`src/core/mode_reg_pkg.sv`:
```
/*
  constants for the second and third mode register bank: command decode, field positions, latency coding.
  assumes command pins are sampled on the rising device clock, active low strobes.

// What this block does
// - all strobes low with bank 10 loads the second mode register from address pins.
// - all strobes low with bank 11 loads the third; banks 00..11 pick registers 0..3.
// - bit 7 selects normal or extended self-refresh temperature range.
// - bit 6 enables automatic self-refresh, else manual range bit applies.
// - bits 5..3 code write latency, 000 is 5 cycles up to 12.
// - column write latency counts cycles from internal write to first data.
// - only whole-cycle latencies exist, no half-cycle setting.
// - total write latency is additive latency plus column write latency.
// - bits 10 and 9 hold the write-time termination value.
// - write termination applies during writes even with nominal termination off.
// - during write leveling only nominal termination, no dynamic termination.
// - partial-array self-refresh loses data outside range once self-refresh entered.
// - third register bit 2 set enables calibration readout mode.
// - in calibration mode reads come from the calibration register.
// - reset works even with calibration readout enabled.
// - calibration readout returns a fixed predefined pattern.
// - additive latency from first register is zero, read latency minus one or two.
*/
package mode_reg_pkg;
  localparam int ADDR_W = 16;
  localparam int BANK_W = 3;
  localparam logic [1:0] SEL_LAT_CFG = 2'h2;
  localparam logic [1:0] SEL_CAL_CFG = 2'h3;
  localparam logic [15:0] LAT_CFG_RESET = 16'h0000;
  localparam logic [15:0] CAL_CFG_RESET = 16'h0000;
  localparam int TEMP_RANGE_BIT = 7;
  localparam int AUTO_REFRESH_BIT = 6;
  localparam int WR_LAT_LO = 3;
  localparam int WR_LAT_HI = 5;
  localparam int WR_TERM_LO = 9;
  localparam int WR_TERM_HI = 10;
  localparam int CAL_EN_BIT = 2;
  localparam logic [4:0] WR_LAT_BASE = 5'h05;
  localparam logic [1:0] ADD_LAT_OFF = 2'h0;
  localparam logic [1:0] ADD_LAT_RL1 = 2'h1;
  localparam logic [1:0] ADD_LAT_RL2 = 2'h2;
  localparam logic [4:0] ADD_LAT_SUB1 = 5'h01;
  localparam logic [4:0] ADD_LAT_SUB2 = 5'h02;
  localparam logic [4:0] ADD_LAT_ZERO = 5'h00;
  localparam logic [1:0] RTT_OFF = 2'h0;
  typedef enum logic [1:0] {
    ST_NORMAL = 2'b00,
    ST_CAL = 2'b01
  } cal_state_t;
endpackage

```
`src/core/mode_reg_two_three_calib_read.sv`:
```
/*
  second and third mode registers with calibration readout control.
  assumes command pins synchronous to clk, read latency and additive field come from the first register.
*/
`timescale 1ns/1ns
`default_nettype none
module mode_reg_two_three_calib_read
  import mode_reg_pkg::*;
#(
  parameter int CAL_W = 8,
  parameter logic [CAL_W-1:0] CAL_PATTERN = 8'h55
)
(
  // clock and reset
  input wire logic clk,
  input wire logic sys_rst,
  input wire logic clk_en,
  // command pins
  input wire logic cs_n,
  input wire logic ras_n,
  input wire logic cas_n,
  input wire logic we_n,
  input wire logic [mode_reg_pkg::BANK_W-1:0] bank_addr,
  input wire logic [mode_reg_pkg::ADDR_W-1:0] addr,
  // from first mode register and core
  input wire logic [1:0] additive_latency_sel,
  input wire logic [4:0] read_latency,
  input wire logic write_leveling,
  input wire logic write_active,
  input wire logic self_refresh_active,
  // configuration outputs
  output logic [mode_reg_pkg::ADDR_W-1:0] latency_refresh_term_config,
  output logic [mode_reg_pkg::ADDR_W-1:0] calibration_readout_config,
  output logic self_refresh_temp_range,
  output logic automatic_self_refresh,
  output logic [4:0] column_write_latency,
  output logic [5:0] total_write_latency,
  output logic [1:0] write_term_value,
  output logic dynamic_term_active,
  // calibration readout
  output logic cal_mode,
  output logic read_from_cal,
  output logic [CAL_W-1:0] cal_data,
  output logic cal_data_valid
);
  import mode_reg_pkg::*;

  // ----------------------------------------
  // command decode
  // ----------------------------------------
  function automatic logic is_load(input logic c, r, a, w);
    is_load = !c && !r && !a && !w;
  endfunction

  function automatic logic is_read(input logic c, r, a, w);
    is_read = !c && !r && a && w;
  endfunction

  logic load_lat_cfg;
  logic load_cal_cfg;
  logic read_cmd;
  // bank bit 2 ignored; the controller drives it zero only on loads
  assign load_lat_cfg = is_load(cs_n, ras_n, cas_n, we_n) && bank_addr[1:0] == SEL_LAT_CFG;
  assign load_cal_cfg = is_load(cs_n, ras_n, cas_n, we_n) && bank_addr[1:0] == SEL_CAL_CFG;
  assign read_cmd = is_read(cs_n, ras_n, cas_n, we_n);

  // ----------------------------------------
  // mode registers
  // ----------------------------------------
  logic [ADDR_W-1:0] lat_cfg_r;
  logic [ADDR_W-1:0] cal_cfg_r;

  always_ff @(posedge clk)
  begin
    if (sys_rst)
      lat_cfg_r <= LAT_CFG_RESET;
    else if (clk_en && load_lat_cfg)
      lat_cfg_r <= addr;
  end

  always_ff @(posedge clk)
  begin
    if (sys_rst)
      cal_cfg_r <= CAL_CFG_RESET;
    else if (clk_en && load_cal_cfg)
      cal_cfg_r <= addr;
  end

  // ----------------------------------------
  // latency
  // ----------------------------------------
  logic [4:0] col_lat_nxt;
  logic [5:0] tot_lat_nxt;

  write_latency_calc u_lat (
    .wr_lat_code(lat_cfg_r[WR_LAT_HI:WR_LAT_LO]),
    .add_lat_code(additive_latency_sel),
    .read_latency(read_latency),
    .column_write_latency(col_lat_nxt),
    .total_write_latency(tot_lat_nxt)
  );

  // ----------------------------------------
  // calibration mode state
  // ----------------------------------------
  cal_state_t state_r;
  cal_state_t state_nxt;

  always_comb
  begin
    state_nxt = state_r;
    case (state_r)
      ST_NORMAL:
        if (load_cal_cfg && addr[CAL_EN_BIT])
          state_nxt = ST_CAL;
      ST_CAL:
        if (load_cal_cfg && !addr[CAL_EN_BIT])
          state_nxt = ST_NORMAL;
      default:
        state_nxt = ST_NORMAL;
    endcase
  end

  always_ff @(posedge clk)
  begin
    if (sys_rst)
      state_r <= ST_NORMAL;
    else if (clk_en)
      state_r <= state_nxt;
  end

  // ----------------------------------------
  // registered outputs
  // ----------------------------------------
  // outputs lag the register by one cycle so every port is a flop
  always_ff @(posedge clk)
  begin
    if (sys_rst)
    begin
      latency_refresh_term_config <= LAT_CFG_RESET;
      calibration_readout_config <= CAL_CFG_RESET;
    end
    else if (clk_en)
    begin
      latency_refresh_term_config <= lat_cfg_r;
      calibration_readout_config <= cal_cfg_r;
    end
  end

  // refresh options only reported; the array itself is elsewhere
  always_ff @(posedge clk)
  begin
    if (sys_rst)
    begin
      self_refresh_temp_range <= 1'b0;
      automatic_self_refresh <= 1'b0;
    end
    else if (clk_en)
    begin
      self_refresh_temp_range <= lat_cfg_r[TEMP_RANGE_BIT];
      automatic_self_refresh <= lat_cfg_r[AUTO_REFRESH_BIT];
    end
  end

  // latency sum follows first-register levels a cycle late
  always_ff @(posedge clk)
  begin
    if (sys_rst)
    begin
      column_write_latency <= WR_LAT_BASE;
      total_write_latency <= {1'b0, WR_LAT_BASE};
    end
    else if (clk_en)
    begin
      column_write_latency <= col_lat_nxt;
      total_write_latency <= tot_lat_nxt;
    end
  end

  always_ff @(posedge clk)
  begin
    if (sys_rst)
      write_term_value <= RTT_OFF;
    else if (clk_en)
      write_term_value <= lat_cfg_r[WR_TERM_HI:WR_TERM_LO];
  end

  always_ff @(posedge clk)
  begin
    if (sys_rst)
      cal_mode <= 1'b0;
    else if (clk_en)
      cal_mode <= (state_r == ST_CAL);
  end

  // nominal termination is not consulted: write value stands alone
  always_ff @(posedge clk)
  begin
    if (sys_rst)
      dynamic_term_active <= 1'b0;
    else if (clk_en)
      dynamic_term_active <= write_active && !write_leveling &&
                             lat_cfg_r[WR_TERM_HI:WR_TERM_LO] != RTT_OFF;
  end

  // partial-array range field is not modelled; self-refresh state is only observed
  logic unused_sr;
  assign unused_sr = self_refresh_active;

  // ----------------------------------------
  // calibration readout
  // ----------------------------------------
  always_ff @(posedge clk)
  begin
    if (sys_rst)
    begin
      read_from_cal <= 1'b0;
      cal_data <= '0;
      cal_data_valid <= 1'b0;
    end
    else if (clk_en)
    begin
      read_from_cal <= read_cmd && state_r == ST_CAL;
      cal_data_valid <= read_cmd && state_r == ST_CAL;
      cal_data <= (read_cmd && state_r == ST_CAL) ? CAL_PATTERN : '0;
    end
  end
endmodule
`default_nettype wire

```
`src/core/write_latency_calc.sv`:
```
/*
  sums additive and column write latency into the total write latency.
  assumes a caller supplies the registered read latency and first-register field.
*/
`timescale 1ns/1ns
`default_nettype none
module write_latency_calc
  import mode_reg_pkg::*;
(
  // inputs
  input wire logic [2:0] wr_lat_code,
  input wire logic [1:0] add_lat_code,
  input wire logic [4:0] read_latency,
  // result
  output logic [4:0] column_write_latency,
  output logic [5:0] total_write_latency
);
  logic [4:0] additive_latency;
  always_comb
  begin
    column_write_latency = WR_LAT_BASE + {2'h0, wr_lat_code};
    case (add_lat_code)
      ADD_LAT_RL1: additive_latency = read_latency - ADD_LAT_SUB1;
      ADD_LAT_RL2: additive_latency = read_latency - ADD_LAT_SUB2;
      // reserved code falls back to no added latency
      default: additive_latency = ADD_LAT_ZERO;
    endcase
    total_write_latency = {1'b0, additive_latency} + {1'b0, column_write_latency};
  end
endmodule
`default_nettype wire

```
`config.mk`:
```
export PLATFORM = sky130hd
export DESIGN_NAME = mode_reg_two_three_calib_read
export DESIGN_NICKNAME = d
export VERILOG_FILES = /design/src/core/mode_reg_pkg.sv /design/src/core/mode_reg_two_three_calib_read.sv /design/src/core/write_latency_calc.sv
export SDC_FILE = /design/constraint.sdc
export NUM_CORES = 1
export LEC_CHECK = 0
export BUFFER_PORTS_ARGS = -buffer_cell sky130_fd_sc_hd__buf_2
export CORE_MARGIN = 5
export CORE_UTILIZATION = 45
export CTS_CLUSTER_SIZE = 24
export DETAILED_ROUTE_END_ITERATION = 7
export PLACE_DENSITY = 0.7
export SLEW_MARGIN = 20
export SYNTH_ARGS = -nofsm -noshare
export SYNTH_HDL_FRONTEND = slang
export SYNTH_SLANG_ARGS = --single-unit
export TNS_END_PERCENT = 20
```
`constraint.sdc`:
```
create_clock -name clk -period 3 [get_ports clk]
set_clock_uncertainty 0.2 [all_clocks]
set_input_delay 0.45 -clock clk [delete_from_list [all_inputs] [get_ports clk]]
set_output_delay 0.45 -clock clk [all_outputs]
set_load 0.005 [all_outputs]
```
== Yosys cells after proc, flatten, opt, wreduce, memory -nomap -nowiden ==
Index checks and enable logic that the tools add are counted.
Word-level totals
  bits of input ports: 36
  bits in registers: 92
  logic and storage cells: 53
  output and inout bits: 59
Cells by class
  muxes and demuxes: 5
  add/sub/neg operators: 4
  reduce and logical (&&, ||, !) cells: 23
  equality and inequality tests: 7
Operators with widths (count)
  $logic_and A1 B1 Y1: 14
  $pmux W5 S2: 1
  $mux W7: 1
  $add A5 B5 Y6: 1
  $eq A2 B2 Y1 const B: 3
  $logic_not A1 Y1: 6
  $sub A5 B1 Y5 const B: 1
  $sub A5 B2 Y5 const B: 1
  $add A3 B3 Y4 const A: 1
  $eq A2 B1 Y1 const B: 2
  $mux W2: 2
  $ne A2 B2 Y1 const B: 2
  $pmux W2 S2: 1
  $reduce_and A3 Y1: 1
  $logic_not A2 Y1: 1
  $reduce_bool A2 Y1: 1

== Depth between registers and ports, before layout ==
Gate-level depths: netlist of run 1.
  word-level depth: 8
  mapped depth: 11
  gate-level depth less buffers: 11

== Modules after synthesis ==
From an unflattened synthesis of run 1, not the netlist that was laid out.
Second synthesis, totals
  cells, all modules: 371
  area, all modules: 3545.9 µm²
Modules (own cells, without submodules)
  mode_reg_two_three_calib_read: times used 1, cells an instance 319, area each 3140.5 µm², sequential area each 1581.5 µm²
  write_latency_calc: times used 1, cells an instance 52, area each 405.4 µm², sequential area each 0.0 µm²

== Worst setup path after synthesis of run 1 ==
OpenSTA, ideal clock, no wires.
  path type: in2reg
  from: in additive_latency_sel[1]
  to: reg total_write_latency[4]
  required time: 2.717 ns
  data arrival time: 2.175 ns
  cell stages on the path: 11
  buffers on the path: 0
  setup time: 0.082 ns
  slack: 0.543 ns
  path through: inv_1 > ha_1 > inv_1 > o21ai_0 > ha_1 > inv_1 > fa_1 > nor2b_1 > o21ai_0 > a2111o_1 > o221ai_1
Between the ends
  word-level cells in the longest chain between the ends: 3
  elaborated cells between the ends (all ways): 4
  classes of those cells: 1 x add/sub; 2 x eq/ne; 1 x mux
Ends and longest elaborated chain
  start: declaration: RTL line mode_reg_two_three_calib_read.sv:26  | input wire logic [1:0] additive_latency_sel,
  $eq A2 B2 Y1 or $eq A2 B1 Y1 (tied branches): RTL line write_latency_calc.sv:22  | case (add_lat_code)
  $pmux W5 S2 *: RTL line write_latency_calc.sv:22
  $add A5 B5 Y6 *: RTL line write_latency_calc.sv:28  | total_write_latency = {1'b0, additive_latency} + {1'b0, column_write_latency};
  end signal: assignment: RTL line mode_reg_two_three_calib_read.sv:171  | total_write_latency <= {1'b0, WR_LAT_BASE};
  end signal: assignment: RTL line mode_reg_two_three_calib_read.sv:176  | total_write_latency <= tot_lat_nxt;
  end: declaration: RTL line mode_reg_two_three_calib_read.sv:37  | output logic [5:0] total_write_latency,
Every way passes the cells marked *; elsewhere a longest branch is shown, timed or not.
A chain may end at the register's enable or synchronous reset.

== Final worst setup path of run 1 ==
Ends and elaborated chain as after synthesis.

==> impl_metrics.yaml, run 1 <==
final_layout:
  final_nets: 459
  antenna_cells: 0
  fillers: 698
  final_common_cell: "buf_2"
  synthToLayoutAreaGrowth_pct: 18.5
  drive_above_1_share_pct: 26.2
  final_cell_mix: "buf_2, dfxtp_1, nor2_1"
placement:
  hpwl_um: 4840
  gp_congestion: 0.791
  post-place-ws_ns: 0.237
  numPortBuffers: 87
synth:
  ys_seq_area_share_pct: 46.9
  yosysWarnings: 0
  syn_area_per_cell_um2: 9.85
  ys_ff_latch: 78
  synth_edf_count: 0
  synthFlopType: "dfxtp_1"
  synthCells: 338
  async_flop_share_pct: 0
  syn_area_um2: 3330
  synth.distinct_cells: 40
clocking:
  cts_buffer_depth: 2
  cts.sinks: 78
  cts_tree: "done"
  insertion_delay_ns: 0.34
  cts-root-buf: "clkbuf_8"
  cts.hold.buffers_added: 0
  path_clk_slew_ns: 0.09
  ctsResizeCount: 0
  h-tree-depth: 3
  post_cts_buffers: 0
  cts_buffers: 9
critical_path:
  cp.required_ns: 3.05
  cp_top_family: "adder cells"
  worstPathBufferInverterCount: 4
  cp.arrival_ns: 2.47
  max_stage_delay_ns: 0.42
  crit_type: "in -> reg"
  path_cells: "buf_2 > inv_1 > ha_1 > inv_1 > o21ai_0 > ha_1 > inv_1 > fa_1 > nor2b_1 > o21ai_0 > a2111o_1 > o221ai_1"
  worstSetupStartpointType: "input pin"
  end_kind: "register"
  worstPathMaxFanout: 5
  critPathMostFrequentCell: "inv_1"
  critPathSlowestCell: "fa_1"
timing:
  fin_ws_ns: 0.577
  drv_slew: 0
  tightest_slew_ns: 0.919
  finalCritPeriodShare_pct: 80.8
  setup_viol_count_final: 0
  rsz0062_at_grt: "no"
  max_freq_ghz: 0.413
  tns_ns: 0
  hold_viol: 0
  relSlewSlack_pct: 38.8
  period_needed_ns: 2.42
pwr:
  intPower_mw: 1.57
  p_seq_share_pct: 51.8
  p_leak_nw: 1.94
  pwr-share-clk_pct: 41.3
  comb_power_share_pct: 6.9
  power_density_nw_per_um2: 511
  ir_drop_uv: 390
  switching_share_pct: 22.4
  p_switching_mw: 0.452
floorplanning:
  core_region_area_um2: 7210
  die-height_um: 96.0
  row_count: 31
  initial_core_util_pct: 46.2
  die-area_um2: 9220
  die_x_um: 96.0
  top_level_ports: 95
global_route:
  grt_pass1_vias: 2320
  grtUsageTotal_pct: 15.1
  grt-ovfl-total: 0
  grt_antenna_before_repair: 0
  grt_pass1_wl_um: 10800
  grt_max_degree: 52
routing:
  wirelength_um: 6760
  drt_first_pass_iters: 6
  ant_nets: 0
  vias: 2457
  via_per_inst: 4.77
  drtIter0Drc: 58
  wl_per_cell_um: 13.1
  drc: 0
hold_path:
  hold_path_class: "in -> reg"
status:
  outcome: "finished, final reports clean"
flow_run:
  drv_cap: 0
power by group through the flow:
| stage | clock (mW) | sequential, mW | combinational, mW |
|---|---|---|---|
| 3_5_place_dp | 0 | 1.07 | 0.140 |
| 4_1_cts | 0.858 | 1.05 | 0.141 |
| 6_report | 0.833 | 1.05 | 0.139 |
| 5_1_grt | 0.916 | 1.05 | 0.155 |
| 2_1_floorplan | 0 | 1.07 | 0.0920 |
| 3_3_place_gp | 0 | 1.07 | 0.137 |
per-layer routing:
metal | share of wire, % | global-route usage (%)
met1 | 46 | 18.6
met5 | 0 | 0
met2 | 47 | 24.9
met3 | 5.7 | 4.69
met4 | 0.96 | 5.33
flip-flops by register name, indices dropped and copies added (netlist names):
signal,count
latency_refresh_term_config,16
calibration_readout_config,16
total_write_latency,6
state_r,1
column_write_latency,4
lat_cfg_r,16
cal_cfg_r,16
cal_data,1
cal_mode,1
dynamic_term_active,1
worst min-delay path, stage by stage:
cell and delay [ns]:
buf_2 0.09, mux2i_1 0.06, nor2_1 0.07
cell type report:
cell class	count	area [um2]	area share, %
Clock buffer	9	124	3.14
Clock inverter	6	87.6	2.22
Inverter	14	52.6	1.33
Multi-Input combinational cell	219	1540	39.0
Sequential cell	78	1560	39.6
Tap cell	99	124	3.14
Timing Repair Buffer	90	458	11.6
path summary, 6_finish.rpt:
check / startpoint / to / slack (ns) / depth (start not counted)
max: additive_latency_sel[1] / total_write_latency[4]$_SDFFE_PP0P_ / 0.58 / 12
min: addr[11] / cal_cfg_r[11]$_SDFFE_PP0P_ / 0.16 / 3
max reg2reg: lat_cfg_r[3]$_SDFFE_PP0P_ / total_write_latency[4]$_SDFFE_PP0P_ / 0.81 / 7
min reg2reg: total_write_latency[2]$_SDFFE_PP1P_ / total_write_latency[2]$_SDFFE_PP1P_ / 0.27 / 2
kinds of logic (layout without fill, tap and decap cells):
logic type	count (synthesis)	in the layout	share of synthesized area, %
AO/OA/AOI/OAI	27	27	5.26
XOR/XNOR	4	4	1.05
adder cells (fa/ha/maj)	11	11	4.36
buffers and inverters	45	119	7.33
flip-flops	78	78	46.9
multiplexers	68	68	20.4
other	1	5	0.113
AND/OR/NAND/NOR	104	104	14.6
metrics by stage:
step	instances	hold WS [ns]	power, mW	instance area (um2)	utilization [%]
final	515	0.161	2.02	3950	54.7
after detailed placement	500	0.263	1.21	3740	51.8
after global placement	500	0.256	1.21	3740	51.8
after CTS	515	0.151	2.04	3950	54.7
after floorplan	342	0.258	1.16	3350	-
after global routing	515	0.147	2.12	3950	54.7
synthesized netlist by cell type (2+ instances only):
library cell,number,share of area (%)
dfxtp_1,78,47
ha_1,10,3.8
o22ai_1,2,0.38
xnor2_1,2,0.53
a21oi_1,8,1.2
mux2i_1,68,20
nor2b_1,2,0.38
buf_6,2,0.68
clkbuf_1,11,1.2
nor2_1,76,8.6
o21ai_0,5,0.75
xor2_1,2,0.53
nand3b_1,3,0.68
o21bai_1,2,0.45
nand2_1,10,1.1
buf_4,15,3.4
nor3_1,2,0.30
o211ai_1,2,0.45
buf_2,3,0.45
inv_1,13,1.5
nand2b_1,3,0.56
Note: power is estimated with default switching activity, not from simulation.
==> inputs of run 2 (changes only) <==
--- a/config.mk
+++ b/config.mk
@@ -10,7 +10,7 @@
 export CORE_UTILIZATION = 45
 export CTS_CLUSTER_SIZE = 24
 export DETAILED_ROUTE_END_ITERATION = 7
-export PLACE_DENSITY = 0.7
+export PLACE_DENSITY = 0.72
 export SLEW_MARGIN = 20
 export SYNTH_ARGS = -nofsm -noshare
 export SYNTH_HDL_FRONTEND = slang
==> constraint.sdc (replaced) <==
create_clock -name clk -period 2 [get_ports clk]
set_clock_uncertainty 0.2 [all_clocks]
set_input_delay 0.3 -clock clk [delete_from_list [all_inputs] [get_ports clk]]
set_output_delay 0.3 -clock clk [all_outputs]
set_load 0.005 [all_outputs]
==> run 2 against run 1 <==
Effect of this change:
- routed wire length increased by 9.0%
- sequential cell count unchanged
- power increased by 50%
- first-iteration DRC count increased by 48%
- setup slack got worse by 0.54 ns
- final area increased by 9.8%
- critical path depth unchanged
- largest cell class is now multi-input combinational cells
- largest power group unchanged
==> impl_metrics.yaml, run 2 (same netlist as run 1, synthesis figures left out) <==
status:
  outcome: "finished, final reports clean"
global_route:
  grt_pass1_vias: 2501
  grt_max_degree: 79
  grt_pass1_wl_um: 11500
  grt_antenna_before_repair: 0
  grt-ovfl-total: 0
  grtUsageTotal_pct: 16.2
critical_path:
  worstSetupStartpointType: "input pin"
  cp.required_ns: 2.06
  worstPathMaxFanout: 3
  end_kind: "register"
  path_cells: "buf_4 > inv_4 > ha_4 > nand2_1 > o21ai_2 > ha_2 > inv_2 > fa_2 > nor2b_2 > o21ai_2 > a2111o_1 > o221ai_2"
  max_stage_delay_ns: 0.42
  critPathSlowestCell: "a2111o_1"
  critPathMostFrequentCell: "o21ai_2"
  cp.arrival_ns: 2.03
  crit_type: "in -> reg"
floorplanning:
  row_count: 31
  top_level_ports: 95
  initial_core_util_pct: 46.2
  die-area_um2: 9220
  core_region_area_um2: 7210
  die-height_um: 96.0
  die_x_um: 96.0
clocking:
  cts_buffer_depth: 2
  path_clk_slew_ns: 0.07
  cts_buffers: 9
  cts-root-buf: "clkbuf_8"
  cts.sinks: 78
  h-tree-depth: 3
  insertion_delay_ns: 0.34
  cts_tree: "done"
timing:
  period_needed_ns: 1.97
  fin_ws_ns: 0.0320
  rsz0062_at_grt: "yes"
  tightest_slew_ns: 0.521
  holdWs_ns: 0.0115
  hold_viol: 0
  relSlewSlack_pct: 65.3
  max_freq_ghz: 0.508
  setup_viol_count_final: 0
  finalCritPeriodShare_pct: 98.4
  drv_slew: 0
pwr:
  comb_power_share_pct: 9.6
  p_leak_nw: 2.07
  pwr-share-clk_pct: 38.7
  p_seq_share_pct: 51.7
  power_density_nw_per_um2: 700
  p_switching_mw: 0.716
  ir_drop_uv: 485
  switching_share_pct: 23.6
  intPower_mw: 2.32
hold_path:
  hold_path_class: "in -> reg"
routing:
  drt_first_pass_iters: 4
  via_per_inst: 4.82
  wl_per_cell_um: 13.6
  wirelength_um: 7360
  vias: 2602
  ant_nets: 0
  drtIter0Drc: 86
  drc: 0
placement:
  numPortBuffers: 87
  hpwl_um: 5000
  post-place-ws_ns: -0.461
  placedInstanceArea_um2: 3950
  gp_congestion: 0.922
final_layout:
  multiInputGateArea_um2: 1680
  drive_above_1_share_pct: 35.6
  finish.instance_area_um2: 4330
  ff_latch_area_um2: 1570
  fillers: 636
  final_cell_mix: "buf_2, dfxtp_1, nor2_1"
  synthToLayoutAreaGrowth_pct: 30.1
  final_common_cell: "buf_2"
  final_nets: 483
  antenna_cells: 0
flow_run:
  drv_cap: 0
[run 2: changes by cell type in the layout (fill, tap and decap cells not counted), sizes merged]
| cell | before | now |
|---|---|---|
| inv | 13 | 14 |
| buf | 90 | 109 |
| bufinv | 2 | 1 |
| dlygate4sd3 | 0 | 5 |
| clkbuf | 9 | 11 |
| clkinv | 5 | 4 |
[run 2: path summary, 6_finish.rpt]
kind | startpoint | end | slack (ns) | depth (start not counted)
setup / recovery | additive_latency_sel[0] | total_write_latency[4]$_SDFFE_PP0P_ | 0.03 | 12
hold / removal | addr[0] | cal_cfg_r[0]$_SDFFE_PP0P_ | 0.01 | 3
setup reg to reg | lat_cfg_r[3]$_SDFFE_PP0P_ | total_write_latency[4]$_SDFFE_PP0P_ | 0.04 | 7
hold reg to reg | total_write_latency[1]$_SDFFE_PP0P_ | total_write_latency[1]$_SDFFE_PP0P_ | 0.28 | 2
[run 2: critical path, delay by kind of cell]
family	cells	cell delay (ns)
buffers and inverters	3	0.24
adder cells (fa/ha/maj)	3	0.70
AND/OR/NAND/NOR	2	0.20
AO/OA/AOI/OAI	4	0.60
[run 2: power by group through the flow]
| stage | logic (mW) | registers [mW] | clock network [mW] |
|---|---|---|---|
| after floorplan | 0.157 | 1.61 | 0 |
| after global placement | 0.249 | 1.61 | 0 |
| after detailed placement | 0.253 | 1.61 | 0 |
| after CTS | 0.263 | 1.57 | 1.21 |
| after global routing | 0.318 | 1.57 | 1.28 |
| final | 0.291 | 1.57 | 1.17 |
[run 2: metrics by stage]
step	cells	utilization (%)	TNS, ns	total power, mW
floorplan	342	-	-0.0974	1.76
global placement	514	54.7	-0.936	1.85
detailed placement	514	54.7	-1.29	1.86
CTS	535	58.2	0	3.04
global route	540	60.1	-0.0728	3.16
finish	540	60.1	0	3.03
[run 2: cell type report]
type,count,area share [%]
Multi-Input combinational cell,219,38.7
Timing Repair Buffer,114,15.9
Clock inverter,5,1.33
Tap cell,99,2.86
Inverter,14,1.85
Clock buffer,11,3.26
Sequential cell,78,36.1
[run 2: repair_timing]
action	in CTS	in global routing
hold buffers	5	0
pin swaps	0	12
buffers inserted	0	5
resized for setup	1	27
endpoints found under the setup margin	2	3
hold endpoints to repair	6	0
[run 2: per-layer routing]
layer / wire [um] / vias to the layer above / GRT usage, % / part of all wire [%]
met1: 3150 / 1203 / 20.0 / 43
met3: 551 / 11 / 4.77 / 7.5
met5: 0 / - / 0 / 0
met2: 3540 / 79 / 25.8 / 48
li1: - / 1309 / - / -
met4: 120 / 0 / 7.35 / 1.6
